## src/rtl/bsc_cfg.svh

```systemverilog
/*
  constants of the bit-test, clear and call execution unit: register map, field
  positions, reset values, opcode patterns and file addresses.
  assumes inclusion by bare name from every file that needs a figure.
*/
`ifndef BSC_CFG_SVH
`define BSC_CFG_SVH

// apb register byte addresses
`define ADDR_INSTR      12'h000
`define ADDR_CTRL       12'h004
`define ADDR_STATUS     12'h008
`define ADDR_PC         12'h00c
`define ADDR_WORK       12'h010
`define ADDR_STACK_TOP  12'h014

// control register fields
`define CTRL_PRESC_BIT  0
`define CTRL_PAGE_LSB   8
`define CTRL_PAGE_MSB   12

// status register fields
`define STAT_ZERO_BIT   0
`define STAT_BUSY_BIT   1
`define STAT_DISC_BIT   2
`define STAT_TO_BIT     3
`define STAT_PD_BIT     4

// reset values
`define RST_PC          13'h0000
`define RST_WORK        8'h00
`define RST_PAGE        5'h00
`define RST_TO          1'b1
`define RST_PD          1'b1

// opcode patterns
`define OPC_SKIP_SET    4'h7
`define OPC_SKIP_CLEAR  4'h6
`define OPC_CLEAR_FILE  7'h03
`define OPC_CLEAR_WORK  7'h02
`define OPC_CALL        3'h4
`define OPC_CLEAR_WDT   14'h0064

// file register addresses and cleared value
`define FILE_TIMER_ZERO 7'h01
`define FILE_PORT_B     7'h06
`define CLEAR_VALUE     8'h00

// return stack geometry
`define STACK_AW        3
`define STACK_DEPTH     8
`define PC_W            13

`endif

```

## src/rtl/bsc_pkg.sv

```systemverilog
/*
  types of the bit-test, clear and call execution unit.
  assumes nothing of its surroundings.
*/
package bsc_pkg;

  typedef enum logic [2:0] {
    OP_SKIP_SET,
    OP_SKIP_CLEAR,
    OP_CLEAR_FILE,
    OP_CLEAR_WORK,
    OP_CALL,
    OP_CLEAR_WDT,
    OP_OTHER
  } op_type;

  typedef enum logic [1:0] {
    ST_IDLE,
    ST_EXEC,
    ST_NOP
  } state_type;

endpackage

```

## src/rtl/return_stack.sv

```systemverilog
/*
  return address stack storage: one write port, one read port whose data
  come out of a register one edge after the address.
  assumes the caller keeps the pointer and wraps it.
*/
`timescale 1ns/1ps
`include "bsc_cfg.svh"
module return_stack (
  input  wire logic                    pclk,    // core clock
  input  wire logic                    pce,     // clock enable
  input  wire logic                    wr_en,   // write strobe
  input  wire logic [`STACK_AW-1:0]    wr_addr, // write slot
  input  wire logic [`PC_W-1:0]        wr_data, // return address
  input  wire logic [`STACK_AW-1:0]    rd_addr, // read slot
  output logic      [`PC_W-1:0]        rd_data  // registered read data
);
  logic [`PC_W-1:0] mem [`STACK_DEPTH];

  always_ff @(posedge pclk) begin
    if (pce && wr_en) begin
      mem[wr_addr] <= wr_data;
    end
  end

  always_ff @(posedge pclk) begin
    if (pce) begin
      rd_data <= mem[rd_addr];
    end
  end
endmodule

```

## src/rtl/bit_skip_call_clear_exec.sv

```systemverilog
/*
  execution unit for bit-test-and-skip, clear file, clear work, call and
  clear watchdog, fed one instruction word at a time over apb.
  assumes an asynchronous-read data file on the same clock, a watchdog and
  timer prescaler that take one-cycle clear pulses, and port b pins that are
  asynchronous to pclk.
*/
`timescale 1ns/1ps
`include "bsc_cfg.svh"
module bit_skip_call_clear_exec (
  input  wire logic              pclk,           // core clock
  input  wire logic              presetn,        // async reset, low active
  input  wire logic              pce,            // clock enable, freezes all
  input  wire logic              psel,           // apb select
  input  wire logic              penable,        // apb access phase
  input  wire logic              pwrite,         // apb write
  input  wire logic [11:0]       paddr,          // apb byte address
  input  wire logic [31:0]       pwdata,         // apb write data
  output logic      [31:0]       prdata,         // apb read data
  output logic                   pready,         // apb ready
  output logic                   pslverr,        // apb error
  input  wire logic [7:0]        port_b_pins,    // port b pin levels
  output logic      [6:0]        file_addr,      // data file address
  input  wire logic [7:0]        file_rdata,     // data file read data
  output logic                   file_we,        // data file write pulse
  output logic      [7:0]        file_wdata,     // data file write data
  output logic                   presc_clear,    // timer prescaler clear pulse
  output logic                   wdt_clear,      // watchdog and its prescaler clear
  input  wire logic              wdt_timeout,    // watchdog expired, clears timeout
  input  wire logic              sleep_entry,    // sleep entered, clears powerdown
  output bsc_pkg::state_type     cycle_state     // execution cycle state
);
  import bsc_pkg::*;

  logic [7:0]        pin_meta;
  logic [7:0]        pin_sync;
  logic [13:0]       instr;
  logic [12:0]       program_counter;
  logic [7:0]        work_reg;
  logic              zero_flag;
  logic              timeout_flag;
  logic              powerdown_flag;
  logic              presc_assign;
  logic [4:0]        program_page_latch;
  logic              discard_pending;
  logic [2:0]        stack_ptr;
  logic [12:0]       stack_top;
  logic [12:0]       pc_plus_one;
  state_type         state;
  op_type            exec_op;
  op_type            issue_op;
  logic [7:0]        operand;
  logic              test_bit;
  logic              skip_taken;
  logic              instr_req;
  logic              wr_done;
  logic              issue;
  logic              start;
  logic              drop;
  logic              push;
  logic [31:0]       next_rdata;

  function automatic op_type decode_op(input logic [13:0] w);
    if (w[13:10] == `OPC_SKIP_SET) begin
      return OP_SKIP_SET;
    end else if (w[13:10] == `OPC_SKIP_CLEAR) begin
      return OP_SKIP_CLEAR;
    end else if (w[13:7] == `OPC_CLEAR_FILE) begin
      return OP_CLEAR_FILE;
    end else if (w[13:7] == `OPC_CLEAR_WORK) begin
      return OP_CLEAR_WORK;
    end else if (w[13:11] == `OPC_CALL) begin
      return OP_CALL;
    end else if (w == `OPC_CLEAR_WDT) begin
      return OP_CLEAR_WDT;
    end
    return OP_OTHER;
  endfunction

  function automatic logic addr_mapped(input logic [11:0] a);
    return (a == `ADDR_INSTR) || (a == `ADDR_CTRL) || (a == `ADDR_STATUS) ||
           (a == `ADDR_PC) || (a == `ADDR_WORK) || (a == `ADDR_STACK_TOP);
  endfunction

  assign exec_op     = decode_op(instr);
  assign issue_op    = decode_op(pwdata[13:0]);
  assign cycle_state = state;
  assign pc_plus_one = program_counter + 13'h0001;

  // port b pins cross into pclk through two flops
  always_ff @(posedge pclk or negedge presetn) begin
    if (!presetn) begin
      pin_meta <= 8'h00;
      pin_sync <= 8'h00;
    end else if (pce) begin
      pin_meta <= port_b_pins;
      pin_sync <= pin_meta;
    end
  end

  // an instruction word is only taken when the unit is idle
  assign instr_req = psel && penable && pwrite && (paddr == `ADDR_INSTR);
  assign pready    = pce && !(instr_req && (state != ST_IDLE));
  assign pslverr   = psel && penable && !addr_mapped(paddr);
  assign wr_done   = psel && penable && pwrite && pready;
  assign issue     = wr_done && (paddr == `ADDR_INSTR);
  assign drop      = issue && discard_pending;
  assign start     = issue && !discard_pending;
  assign push      = (state == ST_EXEC) && (exec_op == OP_CALL);

  always_comb begin
    operand = (file_addr == `FILE_PORT_B) ? pin_sync : file_rdata;
    test_bit = operand[instr[9:7]];
    skip_taken = (state == ST_EXEC) &&
                 (((exec_op == OP_SKIP_SET) && test_bit) ||
                  ((exec_op == OP_SKIP_CLEAR) && !test_bit));
  end

  always_ff @(posedge pclk or negedge presetn) begin
    if (!presetn) begin
      state <= ST_IDLE;
    end else if (pce) begin
      unique case (state)
        ST_IDLE: begin
          if (start) begin
            state <= ST_EXEC;
          end
        end
        ST_EXEC: begin
          if (push || skip_taken) begin
            state <= ST_NOP;
          end else begin
            state <= ST_IDLE;
          end
        end
        ST_NOP: begin
          state <= ST_IDLE;
        end
      endcase
    end
  end

  always_ff @(posedge pclk or negedge presetn) begin
    if (!presetn) begin
      instr <= 14'h0000;
      file_addr <= 7'h00;
    end else if (pce && start) begin
      instr <= pwdata[13:0];
      file_addr <= pwdata[6:0];
    end
  end

  // side-effect pulses are issued with the word so they stand in the exec cycle
  always_ff @(posedge pclk or negedge presetn) begin
    if (!presetn) begin
      file_we <= 1'b0;
      file_wdata <= `CLEAR_VALUE;
      presc_clear <= 1'b0;
      wdt_clear <= 1'b0;
    end else if (pce) begin
      file_we <= start && (issue_op == OP_CLEAR_FILE);
      file_wdata <= `CLEAR_VALUE;
      presc_clear <= start && (issue_op == OP_CLEAR_FILE) &&
                     (pwdata[6:0] == `FILE_TIMER_ZERO) && presc_assign;
      wdt_clear <= start && (issue_op == OP_CLEAR_WDT);
    end
  end

  always_ff @(posedge pclk or negedge presetn) begin
    if (!presetn) begin
      program_counter <= `RST_PC;
    end else if (pce) begin
      if (push) begin
        program_counter <= {program_page_latch[4:3], instr[10:0]};
      end else if (state == ST_EXEC || drop) begin
        program_counter <= pc_plus_one;
      end else if (wr_done && paddr == `ADDR_PC) begin
        program_counter <= pwdata[12:0];
      end
    end
  end

  // a taken skip leaves the following word to be swallowed on arrival
  always_ff @(posedge pclk or negedge presetn) begin
    if (!presetn) begin
      discard_pending <= 1'b0;
    end else if (pce) begin
      if (skip_taken) begin
        discard_pending <= 1'b1;
      end else if (drop) begin
        discard_pending <= 1'b0;
      end
    end
  end

  always_ff @(posedge pclk or negedge presetn) begin
    if (!presetn) begin
      work_reg <= `RST_WORK;
    end else if (pce && state == ST_EXEC && exec_op == OP_CLEAR_WORK) begin
      work_reg <= `CLEAR_VALUE;
    end
  end

  // bit tests and call never reach the flags
  always_ff @(posedge pclk or negedge presetn) begin
    if (!presetn) begin
      zero_flag <= 1'b0;
    end else if (pce) begin
      if (state == ST_EXEC &&
          (exec_op == OP_CLEAR_FILE || exec_op == OP_CLEAR_WORK)) begin
        zero_flag <= 1'b1;
      end else if (wr_done && paddr == `ADDR_STATUS) begin
        zero_flag <= pwdata[`STAT_ZERO_BIT];
      end
    end
  end

  // the clear instruction wins over a simultaneous timeout or sleep
  always_ff @(posedge pclk or negedge presetn) begin
    if (!presetn) begin
      timeout_flag <= `RST_TO;
      powerdown_flag <= `RST_PD;
    end else if (pce) begin
      if (state == ST_EXEC && exec_op == OP_CLEAR_WDT) begin
        timeout_flag <= 1'b1;
        powerdown_flag <= 1'b1;
      end else begin
        if (wdt_timeout) begin
          timeout_flag <= 1'b0;
        end
        if (sleep_entry) begin
          powerdown_flag <= 1'b0;
        end
      end
    end
  end

  always_ff @(posedge pclk or negedge presetn) begin
    if (!presetn) begin
      presc_assign <= 1'b0;
      program_page_latch <= `RST_PAGE;
    end else if (pce && wr_done && paddr == `ADDR_CTRL) begin
      presc_assign <= pwdata[`CTRL_PRESC_BIT];
      program_page_latch <= pwdata[`CTRL_PAGE_MSB:`CTRL_PAGE_LSB];
    end
  end

  // pointer wraps, so a ninth push overwrites the oldest entry
  always_ff @(posedge pclk or negedge presetn) begin
    if (!presetn) begin
      stack_ptr <= 3'h0;
    end else if (pce && push) begin
      stack_ptr <= stack_ptr + 3'h1;
    end
  end

  return_stack return_stack_inst (
    .pclk    (pclk),
    .pce     (pce),
    .wr_en   (push),
    .wr_addr (stack_ptr),
    .wr_data (pc_plus_one),
    .rd_addr (stack_ptr - 3'h1),
    .rd_data (stack_top)
  );

  always_comb begin
    next_rdata = 32'h0000_0000;
    unique case (paddr)
      `ADDR_INSTR: next_rdata[13:0] = instr;
      `ADDR_CTRL: begin
        next_rdata[`CTRL_PRESC_BIT] = presc_assign;
        next_rdata[`CTRL_PAGE_MSB:`CTRL_PAGE_LSB] = program_page_latch;
      end
      `ADDR_STATUS: begin
        next_rdata[`STAT_ZERO_BIT] = zero_flag;
        next_rdata[`STAT_BUSY_BIT] = (state != ST_IDLE);
        next_rdata[`STAT_DISC_BIT] = discard_pending;
        next_rdata[`STAT_TO_BIT] = timeout_flag;
        next_rdata[`STAT_PD_BIT] = powerdown_flag;
      end
      `ADDR_PC: next_rdata[12:0] = program_counter;
      `ADDR_WORK: next_rdata[7:0] = work_reg;
      `ADDR_STACK_TOP: next_rdata[12:0] = stack_top;
      default: next_rdata = 32'h0000_0000;
    endcase
  end

  // read data is captured in the setup phase, so reads wait only while pce is low
  always_ff @(posedge pclk or negedge presetn) begin
    if (!presetn) begin
      prdata <= 32'h0000_0000;
    end else if (pce && psel && !penable) begin
      prdata <= next_rdata;
    end
  end
endmodule

```

## config.mk

```make
export PLATFORM = sky130hd
export DESIGN_NAME = bit_skip_call_clear_exec
export DESIGN_NICKNAME = d
export VERILOG_FILES = /design/src/rtl/bsc_pkg.sv /design/src/rtl/return_stack.sv /design/src/rtl/bit_skip_call_clear_exec.sv
export VERILOG_INCLUDE_DIRS = /design/src /design/src/rtl
export SDC_FILE = /design/constraint.sdc
export NUM_CORES = 1
export LEC_CHECK = 0
export BUFFER_PORTS_ARGS = -buffer_cell sky130_fd_sc_hd__buf_2
export CORE_AREA = 3 3 177 179
export CTS_BUF_LIST = sky130_fd_sc_hd__clkbuf_8
export CTS_CLUSTER_SIZE = 10
export DETAILED_ROUTE_END_ITERATION = 12
export DIE_AREA = 0 0 180 182
export HOLD_SLACK_MARGIN = 0.03
export SLEW_MARGIN = 25
export SYNTH_ARGS = -nofsm -noshare
export SYNTH_HDL_FRONTEND = slang
export SYNTH_HIERARCHICAL = 1
export SYNTH_SLANG_ARGS = --single-unit
```

## constraint.sdc

```tcl
create_clock -name pclk -period 5.6 [get_ports pclk]
set_input_delay 1.12 -clock pclk [delete_from_list [all_inputs] [get_ports pclk]]
set_output_delay 1.12 -clock pclk [all_outputs]
set_load 0.02 [all_outputs]
```

Word level (Yosys, flattened, before mapping)
Memories as Yosys holds them, arrays and structs flattened. A register that Yosys moved wholly into a read port is not among the register bits. Cells that the tools add are included.

Add/sub/neg operators: 3. Eq/ne operators: 29. Reduce and logical (&&, ||, !) cells: 57. Order comparisons: 1. Multiplexer cells: 50.

Operators with widths (number): two-way mux 3 bit (14); two-way mux 13 bit (3); equality test 14 x 7 -> 1 bit (second input constant) (2); equality test 7 x 2 -> 1 bit (second input constant) (4); logical AND 1 bit (28); equality test 12 x 4 -> 1 bit (second input constant) (2); equality test 12 x 5 -> 1 bit (second input constant) (2); two-way mux 1 bit (24); case mux 5 bit (4 select lines) (1); equality test 4 x 3 -> 1 bit (second input constant) (4); case mux 4 bit (4 select lines) (1); equality test 3 bit (second input constant) (5); adder 13 x 1 -> 13 bit (second input constant) (1); equality test 12 x 3 -> 1 bit (second input constant) (1); zero test 12 bit (1); AND reduction 2 bit (6); nonzero test 2 bit (5); equality test 3 x 2 -> 1 bit (second input constant) (3); logical OR 1 bit (9); case mux 3 bit (3 select lines) (1); two-way mux 8 bit (1); equality test 7 x 1 -> 1 bit (second input constant) (1); equality test 7 x 3 -> 1 bit (second input constant) (1); case mux 2 bit (3 select lines) (1); other kinds (14) (19).

Bits in writable memories: 104. Logic and storage cells: 158. Register bits after elaboration: 82. Bits of input ports: 68. Memories: 1.

Memories: return_stack_inst.mem (words 8, width 13, rd ports 1, clocked after memory_dff 1, wr ports 1, RTL line return_stack.sv:17) `` logic [`PC_W-1:0] mem [`STACK_DEPTH]; ``.

Depth between registers and ports, before layout
Depth in word-level cells: 15. Gate-level depth with buffers: 10. Mapped depth without buffers: 9.

Hierarchy
The synthesis kept the hierarchy.

By module, submodules not included: bit_skip_call_clear_exec (cells each 453, times used 1, sequential area each 1879.3 µm², area an instance 4530.6 µm²); return_stack (cells each 176, times used 1, sequential area each 3513.4 µm², area an instance 4448.0 µm²).

Worst setup path after synthesis
No wires, ideal clock.

Path type: input to output. Start: input port paddr[8]. End: output port pready. Slack: 2.211 ns. Cell stages on the path: 4. Arrival time: 2.269 ns. Data required time: 4.480 ns. Cell sequence: nor4_2 -> nand3_2 -> nor2_1 -> a21oi_1.

Cells in the longest elaborated chain, start to end: 5.

RTL lines: start, declared (RTL line bit_skip_call_clear_exec.sv:17) `input wire logic [11:0] paddr,`; zero test 12 bit; logical AND 1 bit (RTL line bit_skip_call_clear_exec.sv:102) `` assign instr_req = psel && penable && pwrite && (paddr == `ADDR_INSTR); ``; logical AND 1 bit (RTL line bit_skip_call_clear_exec.sv:103) `assign pready = pce && !(instr_req && (state != ST_IDLE));`; zero test 1 bit (RTL line bit_skip_call_clear_exec.sv:103); logical AND 1 bit (RTL line bit_skip_call_clear_exec.sv:103); end, declared (RTL line bit_skip_call_clear_exec.sv:20) `output logic pready,`.

Every way passes these cells.

Final worst setup path
Ends and elaborated chain as after synthesis.

==> impl_summary.log <==
INFO  metric timing.final.hold_violations = 0
INFO  metric irDropWorstVdd = 164 uV
INFO  metric wl = 21300 um
INFO  metric synth_top_family_by_area = multiplexers
INFO  metric synth_seq_area_share = 60.1%
INFO  metric crit_arrival = 2.84 ns
INFO  metric drt_drc_violations_left = 0
INFO  metric leakage = 3.90 nW
INFO  metric synth_edf_count = 117
INFO  metric synth_area_leader_cell = edfxtp_1
INFO  metric ctsRootBufferMaster = clkbuf_8
INFO  metric yosys.area_share.simple = 8.70%
INFO  metric setup_violations = 0
INFO  metric portBuffers = 77
INFO  metric timing.max_slew.rel_slack = 37.5%
INFO  metric cts_max_path_buffers = 2
INFO  metric layoutNonFillerInstCount = 1103
INFO  metric status = complete, no violations
INFO  metric async_flop_share = 39.1%
INFO  metric io-pin-count = 122
INFO  metric power-per-cell-area = 321 nW/um2
INFO  metric worst_pin_slew = 0.935 ns
INFO  metric hold-path-endpoint = prdata[13]$_DFFE_PN0P_
INFO  metric overflow_left_after_global_routing = 0
INFO  metric die_w = 180 um
INFO  metric synth_cell_types = 63
INFO  metric die-area = 32800 um2
INFO  metric design.final.nets = 772
INFO  metric ctsResizeCount = 0
INFO  metric floorplan.rows = 63
INFO  metric ys_ff_latch = 192
INFO  metric kind_of_critical_path = in2out
INFO  metric initial_core_util = 30.2%
INFO  metric cts.clk_slew.worst_paths = 0.09 ns
INFO  metric dieHeight = 182 um
INFO  metric drt-initial-drc-count = 479
INFO  metric mostFrequentLayoutCell = edfxtp_1
INFO  metric hp-start = prdata[13]$_DFFE_PN0P_
INFO  metric final.setup.tns = 0 ns
INFO  metric yosys_warnings = 6
INFO  metric rsz0062_at_grt = no
INFO  metric setup.worst_path.start_class = input pin
INFO  metric max_cap_violations = 0
INFO  metric antenna_found_initial = 5
INFO  metric vias = 5567
INFO  metric clkSinkCount = 192
INFO  metric synth_fa_ha_area_share = 0.808%
INFO  metric path_max_fanout = 9
INFO  metric grt_max_degree = 76
INFO  metric maxClockFrequency = 253 MHz
INFO  metric whs = 0.470 ns
INFO  metric worstReg2RegEnd = return_stack_inst/mem[5][7]$_DFFE_PP_
INFO  metric whs_path_depth = 2
INFO  metric final.period_utilization = 70.7%
INFO  metric synth-compound-area-share = 7.97%
INFO  metric layout_min_cycle_time = 3.96 ns
INFO  metric cp_data_required_time = 4.48 ns
INFO  metric placedCellCount = 1069
INFO  metric cts-hold-fix-buffers = 0
INFO  metric reg2reg_setup_slack = 2.25 ns
INFO  metric synth-xor-area-share = 1.56%
INFO  metric critPathCaptureType = primary output
INFO  metric synth_flop_cell = edfxtp_1
INFO  metric fin_util = 33.7%
INFO  metric slew_viol_final = 0
INFO  metric layout.cells.most_common_list = 117 x edfxtp_1, 76 x buf_2, 73 x dfrtp_1, 51 x mux2_2, 49 x nand2_1
INFO  metric detailedRoute.firstPassIterationCount = 5
INFO  metric finalWeightedCongestion = 0.841
INFO  metric clock_latency = 0.47 ns
INFO  metric cts_post_setup_buffers_inserted = 0
INFO  metric tritoncts = built
INFO  metric routed_via_density = 5.05
INFO  metric post-synth-top-area-fraction = 39.1%
INFO  metric area.growth.synth_to_final = 11.7%
INFO  metric grtUsageTotal = 12.8%
INFO  metric final.setup_skew = 0.0155 ns
INFO  metric area_of_the_core_region = 29700 um2
INFO  metric numCtsBuffers = 17
INFO  metric grt_first_pass_wirelength = 32600 um
INFO  metric yosys-mux-area-fraction = 15.6%
INFO  metric min-delay-path-class = reg2reg
INFO  metric clock_tree.htree_level_count = 4
INFO  metric synth.top_cells.by_area = edfxtp_1 39%, dfrtp_1 20%, mux4_1 7.0%, mux2_2 6.4%, buf_4 2.8%
INFO  metric routed_wire_length_per_instance = 19.3 um
INFO  metric fill_cells = 2904
INFO  metric rr_worst_depth = 8
INFO  metric drt.antenna.violating_nets = 0
INFO  metric drive_gt1_share = 27.2%
INFO  metric post_synth_instance_area = 8980 um2
INFO  metric syn_inst = 629
INFO  metric dp.final_hpwl = 14800 um
INFO  metric synth_area_per_cell = 14.3 um2
INFO  metric grt_pass1_vias = 5322
INFO  metric critical_path.reg2reg.startpoint = instr[8]$_DFFE_PN0P_
[worst max-delay path, stage by stage]
cell	delay, ns
buf_2	0.10
nor4_2	0.31
nand3_2	0.28
nor2_1	0.63
a21oi_1	0.18
buf_2	0.21
[metal layers]
layer	track usage, %	wire (um)	part of all wire, %	up-vias
met4	3.68	291	1.4	8
met2	20.2	10200	48	200
met1	17.7	9450	44	2823
met5	0	55	0.26	-
li1	-	-	-	2510
met3	2.84	1360	6.4	26
[per-stage QoR]
| stage | area (um2) | power (W) | setup WS (ns) |
|---|---|---|---|
| 4_1_cts | 10000 | 0.00324 | 1.61 |
| 3_3_place_gp | 9640 | 0.00238 | 1.65 |
| 6_report | 10000 | 0.00322 | 1.64 |
| 5_1_grt | 10000 | 0.00336 | 1.49 |
| 2_1_floorplan | 9070 | 0.00221 | 2.21 |
| 3_5_place_dp | 9640 | 0.00240 | 1.64 |
[registers in the layout (all words and copies together), names as in the netlist, 2 cells and up]
name and flops:
return_stack_inst/mem 104, cycle_state 2, prdata 14, pin_meta 8, pin_sync 8, program_counter 13
program_page_latch 5, return_stack_inst/rd_data 13, file_addr 6, instr 8, stack_ptr 3
[cells in the mapped netlist (all sizes together) (3+ instances only)]
cell,number
a21o,3
a21oi,7
a222oi,6
a22o,6
a22oi,7
a2bb2oi,11
a31oi,16
and3,4
buf,49
clkbuf,15
dfrtp,73
edfxtp,117
ha,5
inv,14
mux2,52
mux2i,11
mux4,27
nand2,50
nand3,14
nand4,6
nor2,31
nor3,10
nor3b,6
nor4,3
nor4b,6
o21ai,33
o2bb2ai,5
xnor2,9
xor2,7
[cell families (layout without fill, tap and decap cells)]
kind of cell    Yosys count  after routing
compound gates          102            102
xor+xnor                 16             16
fa+ha+maj                 6              6
buf+inv                  78            136
flops                   192            192
mux                      90             90
other cells               1             27
simple gates            144            144
[cell type report]
cell class,count,area (um2),share of cell area [%]
timing repair buffer,90,489,4.88
inverter,14,52.6,0.524
multi-input combinational,384,3230,32.2
clock buffer,19,262,2.61
antenna,1,2.50,0.0250
tap,390,488,4.87
clock inverter,13,108,1.07
sequential,192,5390,53.8
[how the worst max path moves through the flow]
stage | from | end | slack (ns) | cells after the start
CTS | paddr[8] | pready | 1.61 | 6
global placement | paddr[8] | pready | 1.65 | 6
finish | paddr[8] | pready | 1.64 | 6
detailed placement | paddr[8] | pready | 1.64 | 6
floorplan | paddr[8] | pready | 2.21 | 4
global route | paddr[8] | pready | 1.49 | 6
[where the power goes]
group,total [W],internal (W),switching [W]
Sequential,0.00181,0.00172,0.0000909
Combinational,0.000559,0.000173,0.000387
Clock,0.000848,0.000340,0.000507
Note: power is estimated with default switching activity, not from simulation.
